$ cat src/design/adcc_pkg.sv
// package: register map, field positions, reset values and timing for the converter control
package adcc_pkg;
    localparam logic [7:0] RESULT_ADDR = 8'hD0;
    localparam logic [7:0] CTRL_ADDR = 8'hD1;
    localparam logic [7:0] CTRL_RESET = 8'h40;
    localparam logic [7:0] RESULT_RESET = 8'h00;
    localparam int IRQ_EN_BIT = 7;
    localparam int EOC_BIT = 6;
    localparam int START_BIT = 5;
    localparam int POWER_BIT = 4;
    localparam int OSC_OFF_BIT = 2;
    // cycles spent on each approximation step (settle then compare)
    localparam logic [3:0] STEP_CYCLES = 4'h8;
    localparam logic [3:0] STEP_LAST = STEP_CYCLES - 4'h1;
    localparam logic [2:0] BIT_MSB = 3'h7;
    localparam logic [2:0] BIT_LSB = 3'h0;
    typedef enum logic [1:0] {
        ADCC_IDLE,
        ADCC_STEP,
        ADCC_DONE
    } adcc_state_t;
endpackage

$ cat src/design/adcc_sar.sv
// successive-approximation sequencer: eight steps, msb first
module adcc_sar (
    input wire logic clk_i,
    input wire logic rst_n_i,
    input wire logic ce_i,
    input wire logic start_i,
    input wire logic run_i,
    input wire logic cmp_high_i,
    output logic [7:0] trial_o,
    output logic busy_o,
    output logic done_o,
    output logic [7:0] result_o
);
    adcc_pkg::adcc_state_t state_reg, state_next;
    logic [7:0] trial_reg, trial_next;
    logic [2:0] bit_reg, bit_next;
    logic [3:0] cnt_reg, cnt_next;
    logic done_reg, done_next;
    logic [7:0] bitmask;

    assign bitmask = 8'h01 << bit_reg;
    assign trial_o = trial_reg;
    assign busy_o = (state_reg == adcc_pkg::ADCC_STEP);
    assign done_o = done_reg;
    assign result_o = trial_reg;

    always_comb begin
        state_next = state_reg;
        trial_next = trial_reg;
        bit_next = bit_reg;
        cnt_next = cnt_reg;
        done_next = 1'b0;
        if (!run_i) begin
            state_next = adcc_pkg::ADCC_IDLE;
        end else if (start_i) begin
            // a new start abandons any running conversion
            state_next = adcc_pkg::ADCC_STEP;
            bit_next = adcc_pkg::BIT_MSB;
            trial_next = 8'h80;
            cnt_next = 4'h0;
        end else begin
            unique case (state_reg)
                adcc_pkg::ADCC_IDLE: begin
                end
                adcc_pkg::ADCC_STEP: begin
                    if (cnt_reg == adcc_pkg::STEP_LAST) begin
                        cnt_next = 4'h0;
                        // input below trial drops the bit; clamps at 00h / FFh naturally
                        if (!cmp_high_i) begin
                            trial_next = trial_reg & ~bitmask;
                        end
                        if (bit_reg == adcc_pkg::BIT_LSB) begin
                            state_next = adcc_pkg::ADCC_DONE;
                        end else begin
                            bit_next = bit_reg - 3'h1;
                            trial_next[bit_reg - 3'h1] = 1'b1;
                        end
                    end else begin
                        cnt_next = cnt_reg + 4'h1;
                    end
                end
                adcc_pkg::ADCC_DONE: begin
                    done_next = 1'b1;
                    state_next = adcc_pkg::ADCC_IDLE;
                end
            endcase
        end
    end

    always_ff @(posedge clk_i) begin
        if (!rst_n_i) begin
            state_reg <= adcc_pkg::ADCC_IDLE;
            trial_reg <= 8'h00;
            bit_reg <= 3'h0;
            cnt_reg <= 4'h0;
            done_reg <= 1'b0;
        end else if (ce_i) begin
            state_reg <= state_next;
            trial_reg <= trial_next;
            bit_reg <= bit_next;
            cnt_reg <= cnt_next;
            done_reg <= done_next;
        end
    end
endmodule

$ cat src/design/adcc_top.sv
// converter control/status and result registers on the data space bus
module adcc_top (
    input wire logic clk_i,
    input wire logic rst_n_i,
    input wire logic ce_i,
    input wire logic [7:0] addr_i,
    input wire logic [7:0] wdata_i,
    input wire logic wr_i,
    input wire logic rd_i,
    input wire logic wait_mode_i,
    input wire logic stop_mode_i,
    input wire logic cmp_high_i,
    output logic [7:0] rdata_o,
    output logic irq_o,
    output logic wake_o,
    output logic main_osc_disable_o,
    output logic converter_power_on_o,
    output logic [7:0] trial_o,
    output logic sample_o
);
    logic conv_irq_enable_reg, conv_irq_enable_next;
    logic eoc_reg, eoc_next;
    logic converter_power_on_reg, converter_power_on_next;
    logic main_osc_disable_reg, main_osc_disable_next;
    logic [7:0] result_reg, result_next;
    logic [7:0] rdata_reg, rdata_next;
    logic irq_reg, irq_next;
    logic wake_reg, wake_next;
    logic pwr_reg, pwr_next;
    logic sample_reg, sample_next;
    logic [7:0] trial_reg;
    logic cmp_meta_reg, cmp_sync_reg;
    logic ctrl_wr, start_req, run, sar_done, sar_busy;
    logic [7:0] sar_trial, sar_result, ctrl_view;

    assign ctrl_wr = wr_i && (addr_i == adcc_pkg::CTRL_ADDR);
    assign start_req = ctrl_wr && wdata_i[adcc_pkg::START_BIT];
    // stop mode halts the converter; wait mode does not touch it
    assign run = converter_power_on_reg && !stop_mode_i;

    adcc_sar u_sar (
        .clk_i(clk_i),
        .rst_n_i(rst_n_i),
        .ce_i(ce_i),
        .start_i(start_req),
        .run_i(run),
        .cmp_high_i(cmp_sync_reg),
        .trial_o(sar_trial),
        .busy_o(sar_busy),
        .done_o(sar_done),
        .result_o(sar_result)
    );

    always_comb begin
        ctrl_view = 8'h00;
        ctrl_view[adcc_pkg::IRQ_EN_BIT] = conv_irq_enable_reg;
        ctrl_view[adcc_pkg::EOC_BIT] = eoc_reg;
        ctrl_view[adcc_pkg::START_BIT] = 1'b0;
        ctrl_view[adcc_pkg::POWER_BIT] = converter_power_on_reg;
        ctrl_view[adcc_pkg::OSC_OFF_BIT] = main_osc_disable_reg;
    end

    always_comb begin
        conv_irq_enable_next = conv_irq_enable_reg;
        converter_power_on_next = converter_power_on_reg;
        main_osc_disable_next = main_osc_disable_reg;
        eoc_next = eoc_reg;
        result_next = result_reg;
        if (ctrl_wr) begin
            conv_irq_enable_next = wdata_i[adcc_pkg::IRQ_EN_BIT];
            converter_power_on_next = wdata_i[adcc_pkg::POWER_BIT];
            main_osc_disable_next = wdata_i[adcc_pkg::OSC_OFF_BIT];
        end
        // bit 6 write data ignored; only a start clears the flag
        if (start_req) begin
            eoc_next = 1'b0;
        end else if (sar_done) begin
            eoc_next = 1'b1;
            result_next = sar_result;
        end
        rdata_next = rdata_reg;
        if (rd_i) begin
            unique case (addr_i)
                adcc_pkg::RESULT_ADDR: rdata_next = result_reg;
                adcc_pkg::CTRL_ADDR: rdata_next = ctrl_view;
                default: rdata_next = 8'h00;
            endcase
        end
        irq_next = eoc_next && conv_irq_enable_next;
        // only wait mode wakes on the interrupt; stop mode stays asleep
        wake_next = irq_next && wait_mode_i && !stop_mode_i;
        pwr_next = run;
        sample_next = sar_busy && run;
    end

    always_ff @(posedge clk_i) begin
        if (!rst_n_i) begin
            cmp_meta_reg <= 1'b0;
            cmp_sync_reg <= 1'b0;
        end else if (ce_i) begin
            cmp_meta_reg <= cmp_high_i;
            cmp_sync_reg <= cmp_meta_reg;
        end
    end

    always_ff @(posedge clk_i) begin
        if (!rst_n_i) begin
            conv_irq_enable_reg <= adcc_pkg::CTRL_RESET[adcc_pkg::IRQ_EN_BIT];
            eoc_reg <= adcc_pkg::CTRL_RESET[adcc_pkg::EOC_BIT];
            converter_power_on_reg <= adcc_pkg::CTRL_RESET[adcc_pkg::POWER_BIT];
            main_osc_disable_reg <= adcc_pkg::CTRL_RESET[adcc_pkg::OSC_OFF_BIT];
            result_reg <= adcc_pkg::RESULT_RESET;
            rdata_reg <= 8'h00;
            irq_reg <= 1'b0;
            wake_reg <= 1'b0;
            pwr_reg <= 1'b0;
            sample_reg <= 1'b0;
            trial_reg <= 8'h00;
        end else if (ce_i) begin
            conv_irq_enable_reg <= conv_irq_enable_next;
            eoc_reg <= eoc_next;
            converter_power_on_reg <= converter_power_on_next;
            main_osc_disable_reg <= main_osc_disable_next;
            result_reg <= result_next;
            rdata_reg <= rdata_next;
            irq_reg <= irq_next;
            wake_reg <= wake_next;
            pwr_reg <= pwr_next;
            sample_reg <= sample_next;
            trial_reg <= sar_trial;
        end
    end

    assign rdata_o = rdata_reg;
    assign irq_o = irq_reg;
    assign wake_o = wake_reg;
    assign main_osc_disable_o = main_osc_disable_reg;
    assign converter_power_on_o = pwr_reg;
    assign trial_o = trial_reg;
    assign sample_o = sample_reg;
endmodule

$ cat config.mk
export PLATFORM = sky130hd
export DESIGN_NAME = adcc_top
export DESIGN_NICKNAME = d
export VERILOG_FILES = /design/src/design/adcc_pkg.sv /design/src/design/adcc_sar.sv /design/src/design/adcc_top.sv
export SDC_FILE = /design/constraint.sdc
export NUM_CORES = 1
export LEC_CHECK = 0
export BUFFER_PORTS_ARGS = -buffer_cell sky130_fd_sc_hd__buf_2
export CORE_UTILIZATION = 40
export CTS_CLUSTER_DIAMETER = 200
export DETAILED_ROUTE_END_ITERATION = 7
export GPL_ROUTABILITY_DRIVEN = 0
export PLACE_DENSITY = 0.68
export SETUP_SLACK_MARGIN = 0.15
export SYNTH_ARGS = -nofsm -noshare
export SYNTH_HDL_FRONTEND = slang
export SYNTH_HIERARCHICAL = 1
export SYNTH_SLANG_ARGS = --single-unit
$ cat constraint.sdc
create_clock -name clk_i -period 6.02 [get_ports clk_i]
set_input_delay 0.602 -clock clk_i [delete_from_list [all_inputs] [get_ports clk_i]]
set_output_delay 0.602 -clock clk_i [all_outputs]
set_load 0.1 [all_outputs]
==> impl_metrics.yaml <==
power:
  intPower_uw: 440
  p_sw_frac: 0.237
  ir_drop_mv: 0.0972
  p_clk_frac: 0.351
  power_density_nw_per_um2: 203
  p_comb_frac: 0.051
  power_frac_seq: 0.598
  power.switching_uw: 136
  p_leak_uw: 0.00115
  power_uw: 576
detailed_routing:
  drc: 0
  firstDrtPassIters: 4
  via_count: 2038
  drtIter0Drc: 76
  viasPerCell: 5.29
  wire_per_inst_um: 13.0
  antenna_left: 0
  routed_wl_um: 5000
timing:
  worstMarginPinSlew_ns: 0.993
  rsz0062_at_grt: "no"
  final-hold-violation-count: 0
  setup_tns_ns: 0
  finalClockSkew_ns: 0.00689
  setup_viol: 0
  period_minus_slack_ns: 2.73
  fin_crit_sh: 0.454
  fmax_ghz: 0.366
  max_slew_margin: 0.338
  final_max_slew_viol_count: 0
min_path:
  worstHoldPathCells: 2
  hold_path_end: "result_reg[3]$_SDFFE_PN0P_"
  hold_class: "reg2reg"
  holdCritStartpoint: "result_reg[3]$_SDFFE_PN0P_"
clocking:
  holdBufCountCts: 0
  h-tree-depth: 2
  path_clk_slew_ns: 0.10
  tritoncts.num_buffers: 5
  numClockSinks: 52
  ctsLongestPathBuffers: 2
  cts_tree: "yes"
  cts_resized: 0
  insertion_delay_ns: 0.31
  cts_setup_buffers: 0
  clockRootBuffer: "clkbuf_8"
layout:
  fill_cells: 647
  area_growth_pct: 8.59
  drive_above_1_share: 0.182
  final_net_count: 339
  antenna_cells_inserted: 0
  final_util: 0.449
grt:
  antenna_found_initial: 0
  grt_pass1_vias: 1878
  grt.overflow.total: 0
  grt_usage: 0.158
  grt_max_degree: 68
  grt_pass1_wl_um: 8310
setup_path:
  r2r_slack_ns: 3.87
  worstRegToRegCells: 5
  worst-endpoint-required_ns: 6.23
  r2r-start: "converter_power_on_reg$_SDFFE_PN0P_"
  r2r_end: "u_sar/result_o[3]$_SDFFE_PN0P_"
  crit_arrival_ns: 2.94
  worst_setup_path_start_kind: "primary input"
  crit_path_max_fanout: 13
  cp-end-kind: "flip-flop"
  critPathKind: "in2reg"
synth:
  syn_area_um2: 2610
  ys_seq_area_frac: 0.399
  syn_inst: 285
  postSynthAreaPerCell_um2: 9.15
  ys_warn_count: 6
  synth_cell_types: 48
  synth_nets: 317
  ys_ff_latch: 52
place:
  io_buffers: 40
  hpwl_um: 3450
floorplanning:
  rows: 29
  start_util: 0.413
  die_x_um: 82.8
  dieArea_um2: 6850
  ios: 45
  die_y_um: 82.8
  design.core.area_um2: 6310
job:
  maxCapViolations: 0
run_status:
  outcome: "finished clean"
[worst max-delay path, cell delays in order]
cell     delay (ns)
buf_2          0.11
nor3b_4        0.31
and3_1         0.35
and2_1         0.45
o211a_1        0.28
o21ai_1        0.29
a22o_1         0.33
a22o_1         0.22
[routing by layer]
layer,global-route usage,up-vias,share of wire
li1,-,1043,-
met1,0.185,964,0.47
met2,0.282,29,0.48
met3,0.0407,2,0.038
met4,0.0466,0,0.0050
met5,0,-,0
[stage by stage]
| step | hold WS, ns | area, µm² | instances | worst slack (ns) |
|---|---|---|---|---|
| floorplan | 0.435 | 2610 | 285 | 3.63 |
| finish | 0.462 | 2830 | 385 | 3.29 |
| global placement | 0.445 | 2740 | 377 | 3.00 |
| detailed placement | 0.451 | 2740 | 377 | 2.98 |
| global route | 0.487 | 2830 | 385 | 3.18 |
| CTS | 0.466 | 2830 | 385 | 3.31 |
[Yosys cell counts (all sizes together)]
library cell | count | area share
nand4b | 1 | 0.0034
o221a | 1 | 0.0043
o211ai | 4 | 0.012
a22oi | 6 | 0.017
a41oi | 2 | 0.014
nand2b | 3 | 0.0072
buf | 16 | 0.050
clkbuf | 9 | 0.013
mux2i | 16 | 0.061
nand3 | 17 | 0.033
inv | 7 | 0.010
nor2 | 4 | 0.0058
and4b | 3 | 0.013
nand2 | 32 | 0.046
o22ai | 1 | 0.0024
and3 | 3 | 0.0091
a22o | 4 | 0.013
and2b | 1 | 0.0038
a21o | 2 | 0.0058
and3b | 2 | 0.0067
nor2b | 22 | 0.053
dfxtp | 52 | 0.40
and4bb | 1 | 0.0048
nand4 | 3 | 0.0072
nor3b | 2 | 0.010
a31o | 1 | 0.0034
nor3 | 2 | 0.0038
a21oi | 6 | 0.012
o21ai | 21 | 0.040
nand3b | 5 | 0.014
o221ai | 1 | 0.0034
a32oi | 1 | 0.0034
o211a | 3 | 0.012
ha | 8 | 0.038
a21boi | 7 | 0.020
o21a | 2 | 0.0058
or3 | 1 | 0.0024
and2 | 9 | 0.023
a32o | 3 | 0.012
o21bai | 1 | 0.0029
[power by group through the flow]
| stage | Sequential [µW] | Clock, µW | Combinational, µW |
|---|---|---|---|
| after CTS | 345 | 209 | 29.8 |
| after detailed placement | 353 | 0 | 29.6 |
| after global routing | 345 | 224 | 32.8 |
| final | 345 | 202 | 29.4 |
| after floorplan | 353 | 0 | 20.6 |
| after global placement | 353 | 0 | 29.3 |
[cells by family after synthesis]
kind of cell / after synthesis / synth area share
flip-flops: 52 / 0.399
buffers and inverters: 32 / 0.0734
AND/OR/NAND/NOR: 111 / 0.246
adder cells (fa/ha/maj): 8 / 0.0384
AO/OA/AOI/OAI: 66 / 0.182
multiplexers: 16 / 0.0614
[cell type report]
class                           instances  area (µm²)  area share
Tap cell                               77        96.3      0.0340
Inverter                                7        26.3     0.00928
Clock buffer                            5        68.8      0.0243
Multi-Input combinational cell        201        1380       0.486
Timing Repair Buffer                   40         200      0.0707
Sequential cell                        52        1040       0.367
Clock inverter                          3        23.8     0.00839
[cell usage in the layout (no fill, tap or decap), types with 3 or more instances in the layout]
cell,count
buf_2,40
nand2_1,32
o211ai_1,4
ha_1,8
nor2b_1,22
nand2b_1,3
a22oi_1,6
mux2i_1,16
nor2_1,4
nand3_1,17
dfxtp_1,52
o21ai_0,19
o211a_1,3
a21oi_1,6
clkbuf_8,5
a32o_1,3
inv_1,7
nand3b_1,5
and2_1,8
nand4_1,3
a21boi_0,7
a22o_1,4
[worst max path at each step]
stage,from,end,slack (ns),cells past startpoint
3_3_place_gp,addr_i[2],u_sar/result_o[3]$_SDFFE_PN0P_,3.00,8
4_1_cts,addr_i[1],u_sar/result_o[3]$_SDFFE_PN0P_,3.31,8
5_1_grt,addr_i[1],u_sar/result_o[3]$_SDFFE_PN0P_,3.18,8
2_1_floorplan,addr_i[2],u_sar/result_o[6]$_SDFFE_PN0P_,3.63,9
6_report,addr_i[1],u_sar/result_o[3]$_SDFFE_PN0P_,3.29,8
3_5_place_dp,addr_i[1],u_sar/result_o[3]$_SDFFE_PN0P_,2.98,8
Note: power is estimated with default switching activity, not from simulation.
